<file path="config.mk">
export PLATFORM = sky130hd
export DESIGN_NAME = mdc_regs
export DESIGN_NICKNAME = d
export VERILOG_FILES = /design/src/include/mdc_pkg.sv /design/src/mdc_regs.sv
export SDC_FILE = /design/constraint.sdc
export NUM_CORES = 1
export LEC_CHECK = 0
export BUFFER_PORTS_ARGS = -buffer_cell sky130_fd_sc_hd__clkbuf_2
export CORE_ASPECT_RATIO = 1.2
export CORE_MARGIN = 2
export CORE_UTILIZATION = 50
export DETAILED_ROUTE_END_ITERATION = 12
export GPL_TIMING_DRIVEN = 0
export PLACE_DENSITY_LB_ADDON = 0.25
export SYNTH_ARGS = -nofsm -noshare
export SYNTH_HDL_FRONTEND = slang
export SYNTH_SLANG_ARGS = --single-unit
export TNS_END_PERCENT = 100
</file>
<file path="constraint.sdc">
create_clock -name core_clk -period 1.7 [get_ports core_clk]
set_input_delay 0.34 -clock core_clk [delete_from_list [all_inputs] [get_ports core_clk]]
set_output_delay 0.34 -clock core_clk [all_outputs]
set_load 0.005 [all_outputs]
</file>
<file path="src/include/mdc_pkg.sv">
`default_nettype none
package mdc_pkg;

    ////////////////////////////////////////////////////////////////////////
    // Register addresses
    localparam logic [7:0] ADDR_DUTY = 8'h30;
    localparam logic [7:0] ADDR_RX_NEG = 8'h31;
    localparam logic [7:0] ADDR_RX_CTRL = 8'h32;
    localparam logic [7:0] ADDR_MU_CTRL = 8'h33;
    localparam logic [7:0] ADDR_RB_LOW = 8'h39;
    localparam logic [7:0] ADDR_RB_HIGH = 8'h3A;

    ////////////////////////////////////////////////////////////////////////
    // Reset values
    localparam logic [7:0] RST_DUTY = 8'h00;
    localparam logic [7:0] RST_RX_NEG = 8'h00;
    localparam logic [7:0] RST_RX_CTRL = 8'h00;
    localparam logic [7:0] RST_MU_CTRL = 8'h00;
    localparam logic [7:0] RST_RDATA = 8'h00;
    localparam logic [8:0] RST_DELAY = 9'h000;
    localparam logic [4:0] RST_PHASE = 5'h00;

    ////////////////////////////////////////////////////////////////////////
    // Field positions
    localparam int DUTY_DCC_BIT = 7;
    localparam int RXN_TRIM_LSB = 4;
    localparam int RXC_ON_BIT = 7;
    localparam int RXC_PPOL_BIT = 5;
    localparam int RXC_PTRIM_LSB = 1;
    localparam int RXC_NPOL_BIT = 0;
    localparam int MU_GATE_BIT = 7;
    localparam int MU_SLOPE_BIT = 6;
    localparam int MU_MODE_LSB = 4;
    localparam int MU_SNAP_BIT = 3;
    localparam int MU_GAIN_LSB = 1;
    localparam int DELAY_CTRL_ENABLE_BIT = 0;
    localparam int RB_DELAY_LSB_BIT = 7;

    ////////////////////////////////////////////////////////////////////////
    // Widths and limits
    localparam int TRIM_W = 4;
    localparam int DELAY_W = 9;
    localparam int PHASE_W = 5;
    localparam logic [8:0] DELAY_MAX = 9'h1AF;
    localparam logic [8:0] DELAY_START = 9'h0D8;
    localparam logic [4:0] PHASE_MAX = 5'h10;

    typedef enum logic [1:0] {
        MDC_MODE_SEARCH_TRACK = 2'h0,
        MDC_MODE_TRACK = 2'h1,
        MDC_MODE_SEARCH = 2'h2,
        MDC_MODE_INVALID = 2'h3
    } mdc_mode_t;

    typedef enum logic [1:0] {
        MDC_GAIN_SLOW = 2'h0,
        MDC_GAIN_NOMINAL = 2'h1,
        MDC_GAIN_FAST = 2'h2,
        MDC_GAIN_INVALID = 2'h3
    } mdc_gain_t;

    // Configuration driven into the analog and controller logic
    typedef struct packed {
        logic dcc_enable;
        logic [TRIM_W-1:0] neg_pin_common_mode_trim;
        logic [TRIM_W-1:0] pos_pin_common_mode_trim;
        logic pos_trim_polarity;
        logic neg_trim_polarity;
        logic clock_receiver_on;
        logic delay_ctrl_clock_gate;
        logic target_slope_positive;
        mdc_mode_t mode;
        mdc_gain_t gain;
        logic delay_ctrl_enable;
    } mdc_cfg_t;

    // Locked values reported by the delay controller
    typedef struct packed {
        logic [DELAY_W-1:0] delay_line_value;
        logic [PHASE_W-1:0] target_phase_value;
    } mdc_lock_t;

endpackage : mdc_pkg
`default_nettype wire

</file>
<file path="src/mdc_regs.sv">
// Overview of operation
// - Duty-cycle register bit 7 set to 1 turns on duty-cycle correction.
// - First receiver register bits 7:4 set negative pin common-mode trim.
// - Second receiver register bits 4:1 set positive pin common-mode trim.
// - Second receiver bit 5 sets positive trim sign, 0 negative.
// - Second receiver bit 0 sets negative trim sign, 0 negative.
// - Receiver enable bit 7 resets to 0; 1 enables the receiver.
// - Controller control bit 7 gates controller clock; 1 stops it.
// - Bit 6 gives target phase slope compared after measurement.
// - Bits 5:4 pick search-track, track, search, or invalid mode.
// - Rising transition of bit 3 captures locked delay and phase.
// - Bits 2:1 set tracking rate slowest, nominal, fastest.
// - Bit 0 turns controller on (auto) or off (manual delay).
// - Delay value is nine bits, at most 431, start near 216.
// - Target phase field is five bits, at most 16.
`default_nettype none
module mdc_regs (
    input wire logic core_clk,
    input wire logic nrst,
    input wire logic [7:0] cfg_addr,
    input wire logic [7:0] cfg_wdata,
    input wire logic cfg_wr,
    input wire logic cfg_rd,
    output logic [7:0] cfg_rdata,
    output logic cfg_rvalid,
    input wire mdc_pkg::mdc_lock_t lock_in,
    output mdc_pkg::mdc_cfg_t cfg_out,
    output mdc_pkg::mdc_lock_t snap_out
);
    import mdc_pkg::*;

    logic [7:0] duty_reg;
    logic [7:0] rx_neg_reg;
    logic [7:0] rx_ctrl_reg;
    logic [7:0] mu_ctrl_reg;
    mdc_lock_t lock_meta;
    mdc_lock_t lock_sync;
    mdc_lock_t snap;
    logic snap_fire;
    logic [7:0] next_rdata;
    logic sel_duty;
    logic sel_rx_neg;
    logic sel_rx_ctrl;
    logic sel_mu_ctrl;
    logic wr_duty;
    logic wr_rx_neg;
    logic wr_rx_ctrl;
    logic wr_mu_ctrl;
    mdc_lock_t lock_hist;
    logic lock_settled;
    logic snap_pending;
    logic snap_take;
    mdc_cfg_t next_cfg;

    ////////////////////////////////////////////////////////////////////////
    // Address decode; readback addresses take no writes
    always_comb begin
        sel_duty = 1'b0;
        sel_rx_neg = 1'b0;
        sel_rx_ctrl = 1'b0;
        sel_mu_ctrl = 1'b0;
        case (cfg_addr)
            ADDR_DUTY: begin
                sel_duty = 1'b1;
            end
            ADDR_RX_NEG: begin
                sel_rx_neg = 1'b1;
            end
            ADDR_RX_CTRL: begin
                sel_rx_ctrl = 1'b1;
            end
            ADDR_MU_CTRL: begin
                sel_mu_ctrl = 1'b1;
            end
            default: begin
                sel_duty = 1'b0;
            end
        endcase
    end

    assign wr_duty = cfg_wr && sel_duty;
    assign wr_rx_neg = cfg_wr && sel_rx_neg;
    assign wr_rx_ctrl = cfg_wr && sel_rx_ctrl;
    assign wr_mu_ctrl = cfg_wr && sel_mu_ctrl;

    ////////////////////////////////////////////////////////////////////////
    // Register writes; reserved bits are plain storage
    always_ff @(posedge core_clk or negedge nrst) begin
        if (!nrst) begin
            duty_reg <= RST_DUTY;
        end else if (wr_duty) begin
            duty_reg <= cfg_wdata;
        end
    end

    always_ff @(posedge core_clk or negedge nrst) begin
        if (!nrst) begin
            rx_neg_reg <= RST_RX_NEG;
        end else if (wr_rx_neg) begin
            rx_neg_reg <= cfg_wdata;
        end
    end

    always_ff @(posedge core_clk or negedge nrst) begin
        if (!nrst) begin
            rx_ctrl_reg <= RST_RX_CTRL;
        end else if (wr_rx_ctrl) begin
            rx_ctrl_reg <= cfg_wdata;
        end
    end

    always_ff @(posedge core_clk or negedge nrst) begin
        if (!nrst) begin
            mu_ctrl_reg <= RST_MU_CTRL;
        end else if (wr_mu_ctrl) begin
            mu_ctrl_reg <= cfg_wdata;
        end
    end

    ////////////////////////////////////////////////////////////////////////
    // Snapshot trigger: only a written 1 over a stored 0 fires
    assign snap_fire = wr_mu_ctrl && cfg_wdata[MU_SNAP_BIT]
        && !mu_ctrl_reg[MU_SNAP_BIT];

    // Locked values come from the DAC clock side
    always_ff @(posedge core_clk or negedge nrst) begin
        if (!nrst) begin
            lock_meta <= '0;
            lock_sync <= '0;
        end else begin
            lock_meta <= lock_in;
            lock_sync <= lock_meta;
        end
    end

    // Third stage compares against the synchronised word only
    always_ff @(posedge core_clk or negedge nrst) begin
        if (!nrst) begin
            lock_hist <= '0;
        end else begin
            lock_hist <= lock_sync;
        end
    end

    // A word caught mid-change would mix old and new bits
    assign lock_settled = lock_sync == lock_hist;
    assign snap_take = (snap_fire || snap_pending) && lock_settled;

    // Trigger waits for a settled word; a fresh trigger wins over the clear
    always_ff @(posedge core_clk or negedge nrst) begin
        if (!nrst) begin
            snap_pending <= 1'b0;
        end else if (snap_fire && !lock_settled) begin
            snap_pending <= 1'b1;
        end else if (lock_settled) begin
            snap_pending <= 1'b0;
        end
    end

    always_ff @(posedge core_clk or negedge nrst) begin
        if (!nrst) begin
            snap.delay_line_value <= RST_DELAY;
            snap.target_phase_value <= RST_PHASE;
        end else if (snap_take) begin
            snap <= lock_sync;
        end
    end

    ////////////////////////////////////////////////////////////////////////
    // Field unpacking for the controller and the clock receiver
    always_comb begin
        next_cfg = '0;
        next_cfg.dcc_enable = duty_reg[DUTY_DCC_BIT];
        next_cfg.neg_pin_common_mode_trim =
            rx_neg_reg[RXN_TRIM_LSB +: TRIM_W];
        next_cfg.pos_pin_common_mode_trim =
            rx_ctrl_reg[RXC_PTRIM_LSB +: TRIM_W];
        next_cfg.pos_trim_polarity = rx_ctrl_reg[RXC_PPOL_BIT];
        next_cfg.neg_trim_polarity = rx_ctrl_reg[RXC_NPOL_BIT];
        next_cfg.clock_receiver_on = rx_ctrl_reg[RXC_ON_BIT];
        next_cfg.delay_ctrl_clock_gate = mu_ctrl_reg[MU_GATE_BIT];
        next_cfg.target_slope_positive = mu_ctrl_reg[MU_SLOPE_BIT];
        next_cfg.mode = mdc_mode_t'(mu_ctrl_reg[MU_MODE_LSB +: 2]);
        next_cfg.gain = mdc_gain_t'(mu_ctrl_reg[MU_GAIN_LSB +: 2]);
        next_cfg.delay_ctrl_enable = mu_ctrl_reg[DELAY_CTRL_ENABLE_BIT];
    end

    // Outputs to the controller and the clock receiver
    always_ff @(posedge core_clk or negedge nrst) begin
        if (!nrst) begin
            cfg_out <= '0;
        end else begin
            cfg_out <= next_cfg;
        end
    end

    always_ff @(posedge core_clk or negedge nrst) begin
        if (!nrst) begin
            snap_out <= '0;
        end else begin
            snap_out <= snap;
        end
    end

    ////////////////////////////////////////////////////////////////////////
    // Read path, one cycle after the strobe; unmapped reads give zero
    always_comb begin
        next_rdata = RST_RDATA;
        case (cfg_addr)
            ADDR_DUTY: next_rdata = duty_reg;
            ADDR_RX_NEG: next_rdata = rx_neg_reg;
            ADDR_RX_CTRL: next_rdata = rx_ctrl_reg;
            ADDR_MU_CTRL: next_rdata = mu_ctrl_reg;
            ADDR_RB_LOW: begin
                next_rdata[RB_DELAY_LSB_BIT] = snap.delay_line_value[0];
                next_rdata[PHASE_W-1:0] = snap.target_phase_value;
            end
            ADDR_RB_HIGH: next_rdata = snap.delay_line_value[DELAY_W-1:1];
            default: next_rdata = RST_RDATA;
        endcase
    end

    always_ff @(posedge core_clk or negedge nrst) begin
        if (!nrst) begin
            cfg_rdata <= RST_RDATA;
        end else if (cfg_rd) begin
            cfg_rdata <= next_rdata;
        end
    end

    // Read strobe echo, one cycle after the strobe
    always_ff @(posedge core_clk or negedge nrst) begin
        if (!nrst) begin
            cfg_rvalid <= 1'b0;
        end else begin
            cfg_rvalid <= cfg_rd;
        end
    end

endmodule : mdc_regs
`default_nettype wire

</file>
# == Word-level counts from Yosys, hierarchy flattened ==
# Index checks and enable logic that the tools add are counted.
# totals
elab_cells,56
ff_bits,131
output_inout_bits,42
# classes
n_reduce_logical,12
eq_ne,7
muxes,9
# ops
operator,n
"8-bit by 6-bit == test with 1-bit output, second input constant",6
5-bit one-hot mux with 6 select lines,1
14-bit == test,1
2-bit one-hot mux with 5 select lines,1
1-bit logical AND,8
1-bit two-way mux,6
1-bit one-hot mux with 6 select lines,1
1-bit logical NOT,2
2-bit nonzero test,1
1-bit logical OR,1

# == Depth between registers and ports, before layout ==
# logic_depth
depth_word,7
ltp_mapped,7

# == Least setup slack after synthesis ==
# No wires, ideal clock.
# synth_path
path_kind,input-to-reg
startpoint,in cfg_addr[7]
endpoint,reg duty_reg[0]
required_time_ns,1.575
path_slack_ns,-0.257
setup_ns,0.125
cell_stages,4
path_buffers,1
arrival_ns,1.833
cell_sequence,or4_1 > clkbuf_1 > nor4b_4 > mux2_2
# synth_between
elab_chain_len,3
# synth_lines
element,line,source
"start, declared",mdc_regs.sv:20,"input wire logic [7:0] cfg_addr,"
8-bit by 6-bit == test with 1-bit output,mdc_regs.sv:62,case (cfg_addr)
1-bit two-way mux,mdc_regs.sv:62,
1-bit logical AND,mdc_regs.sv:81,assign wr_duty = cfg_wr && sel_duty;
"end signal, assigned",mdc_regs.sv:92,duty_reg <= cfg_wdata;
"end, declared",mdc_regs.sv:32,logic [7:0] duty_reg;
# Every way passes these cells.
# A chain may end at the register's enable or synchronous reset.

# == Final worst setup path ==
# layout_path
startpoint,reg lock_sync[11] (netlist bit)
endpoint,reg snap[10] (netlist bit)
# layout_between
elab_chain_len,2
# layout_lines
element,line,source
"start, declared",mdc_regs.sv:37,mdc_lock_t lock_sync;
"start signal, assigned",mdc_regs.sv:132,lock_sync <= lock_meta;
14-bit == test,mdc_regs.sv:146,assign lock_settled = lock_sync == lock_hist;
1-bit logical AND,mdc_regs.sv:147,assign snap_take = (snap_fire || snap_pending) && lock_settled;
"end signal, assigned",mdc_regs.sv:165,snap <= lock_sync;
"end, declared",mdc_regs.sv:38,mdc_lock_t snap;
# Every way passes these cells.

==> metrics.md <==
| Metric | Value |
|---|---|
| Register area share after synthesis | `72.68%` |
| Syn avg cell area | `15.99 um^2` |
| Vias in the first global route | `2676` |
| Gr usage total | `18.80%` |
| Initial antenna violation count | `0` |
| CP max FO | `10` |
| Post-synth EDFFs | `0` |
| Area grow syn2layout | `33.65%` |
| Violated checks | `setup timing` |
| Htree depth | `4` |
| Detailed placer's ending HPWL | `5.453 mm` |
| Root buf cell | `clkbuf_8` |
| Async S/R FF share, synth | `100.0%` |
| Max incr delay on CP | `0.42 ns` |
| Routability cong. | `approximately 0.82` |
| Syn_nets | `approximately 320` |
| Post-Synthesis Cells | `282` |
| Port Buffer Count | `73` |
| Synthesis Warnings | `0` |
| Vias | `2724` |
| Die Y | `108.0 um` |
| Final hold violation count | `0` |
| RSZ-0062 raised after global routing | `true` |
| Worst Tran Pin Value | `0.5726 ns` |
| Final Net Count | `433` |
| Arrival time of the worst setup path | `2.32 ns` |
| Min Clock Period, post-route | `1.927 ns` |
| Setup Viol. Count Final | `14` |
| CTS buffer count | `17` |
| DRT Pass-1 Iters | `4` |
| Share of post-route cells with drive strength above 1 | `42.96%` |
| Class of the tightest hold or removal check | `in2reg` |
| Max-cap violation count | `0` |
| IO Pins | `76` |
| Post-Syn Area | `around 4500 um^2` |
| Final worst path period share | `113.3%` |
| Cell variety after synth | `28` |
| Primary FF master, synth | `dfrtp_1` |
| Slew Limit Fails | `0` |
| CTS Sinks | `approximately 130` |
| Placed Area | `5142 um^2` |
| Largest net degree at the start of global routing | `126` |
| Die X | `90.71 um` |
| Antenna diodes | `0` |
| Worst Path Required | `approximately 2.1 ns` |
| FMAX | `about 520 MHz` |
| Status | `finished with violations` |
| Clock-pin slew on the worst setup and hold paths | `0.06 ns` |
| Vias/cell | `5.149` |
| Placed Instances | `473` |
| Post-synth top area cell | `dfrtp_1` |
| Drt drc | `0` |
| Synth top area share | `72.68%` |
| Power Density | `about 1200 nW/um^2` |
| Worst path cell trace | `xor2_1 -> nor4_1 -> nand4_1 -> nor2_4 -> buf_12 -> mux2_4` |
| Most flop-heavy register | `cfg_out` |
| Synth area leaders | `dfrtp_1, mux2_2, xor2_1, a21oi_1, a22oi_1` |
| Final Skew | `0.005051 ns` |
| Wire length per cell | `16.54 um` |
| Slew HR | `61.83%` |
| Worst setup margin | `-0.2269 ns` |
| Worst VDD drop | `0.9214 mV` |
| DR iter-0 viols | `123` |
| Die Area | `9800 um^2` |
| Crit start category | `register` |
| Leak | `2.971 nW` |
| GR Overflow Total | `0` |
| Most frequent cell after synthesis | `dfrtp_1` |
| Global-route wire length before repair | `13.74 mm` |
| Setup CP Type | `reg2reg` |
| Largest register FFs | `19` |
| Fin util | `69.63%` |
| Final Instance Area | `6028 um^2` |
| Yosys reg bits | `between 100 and 150` |
| CP Capture Type | `register` |
| Max Root-Sink Buffers | `2` |
| Clk_lat worst skew | `just over 0.5 ns` |
| Core region area | `8657 um^2` |
| Synth cell count leaders | `dfrtp_1, mux2_2, xor2_1` |
| Row count | `37` |
| Pre-CTS setup slack | `-0.5889 ns` |
| Antenna Violating Nets Remaining | `0` |
| Final std cells w/o fill | `529` |
| TritonCTS clock tree | `yes` |
| Initial Util | `52.10%` |
| Slowest CP cell | `dfrtp_1` |
| Post-Route WL | `just under 9 mm` |
through the flow:
stage	TNS, ns	hold WS, ns	power [W]
final	-2.969	0.09652	0.007365
after CTS	-1.798	0.07807	0.007419
after global routing	-3.863	0.09515	0.007637
after floorplan	-2.423	0.04441	0.003468
after detailed placement	-19.42	0.1669	0.003656
after global placement	-222.77	0.3313	0.003632
cells in the final DEF (no fill, tap or decap), types with 7 or more instances in the layout:
master,Yosys,routed
clkbuf_1,8,7
clkbuf_2,0,74
dlygate4sd3_1,0,16
clkbuf_16,0,16
xor2_1,14,13
dfrtp_1,131,131
buf_4,1,7
mux2_2,49,36
nor2_1,11,10
mux2_4,0,13
a21oi_1,10,10
critical path, delay by kind of cell (launching register included):
kind | cells | cell delay, ns
DFF | 1 | 0.42
xor gates and xnor gates | 1 | 0.16
buffers and inverters | 1 | 0.17
muxes | 1 | 0.31
and+or+nand+nor | 3 | 0.76
path summary, 6_finish.rpt:
path,start,to,slack [ns],cells after the start
worst min-delay path,cfg_wdata[5],duty_reg[5],0.1,2
worst max-delay path,lock_sync[11],snap[10],-0.23,6
min in group asynchronous,nrst,cfg_out[2],0.20,2
worst max register to register,lock_sync[11],snap[10],-0.23,6
max in group asynchronous,nrst,lock_meta[13],0.76,3
worst min register to register,lock_meta[8],lock_sync[8],0.35,0
final cells by class:
cell class,count,area (um^2)
inverter,5,18.77
multi-input combinational,135,1274
buffer,11,71.32
fill,581,2629
sequential,131,3278
tap,117,146.4
clock inverter,12,178.9
timing repair buffer,98,625.6
clock buffer,20,435.4
routing by layer:
metal | up-vias | global-route usage [%] | routed length, um
met2 | 76 | 30.86 | 4680
met5 | - | 0 | 0
met4 | 0 | 10.11 | 201
li1 | 1238 | - | -
met1 | 1396 | 22.97 | 3525
met3 | 14 | 5.017 | 344
what timing repair did:
action	in CTS	in global routing
gates resized for setup	3	6
hold buffers	16	0
setup endpoints to repair	21	24
buffers inserted	8	0
pin swaps	4	0
endpoints found under the hold margin	105	0
report_power, final:
| group | total (W) | internal [W] | switching [W] |
|---|---|---|---|
| logic | 0.000351 | 0.000163 | 0.000188 |
| clock network | 0.00371 | 0.00243 | 0.00129 |
| registers | 0.00330 | 0.00324 | 0.0000615 |
cell families after synthesis:
logic type	synth area share [%]
simple gates	4.189
mux	13.98
buf+inv	1.442
flops	72.68
compound gates	4.993
xor+xnor	2.718
Note: power is estimated with default switching activity, not from simulation.
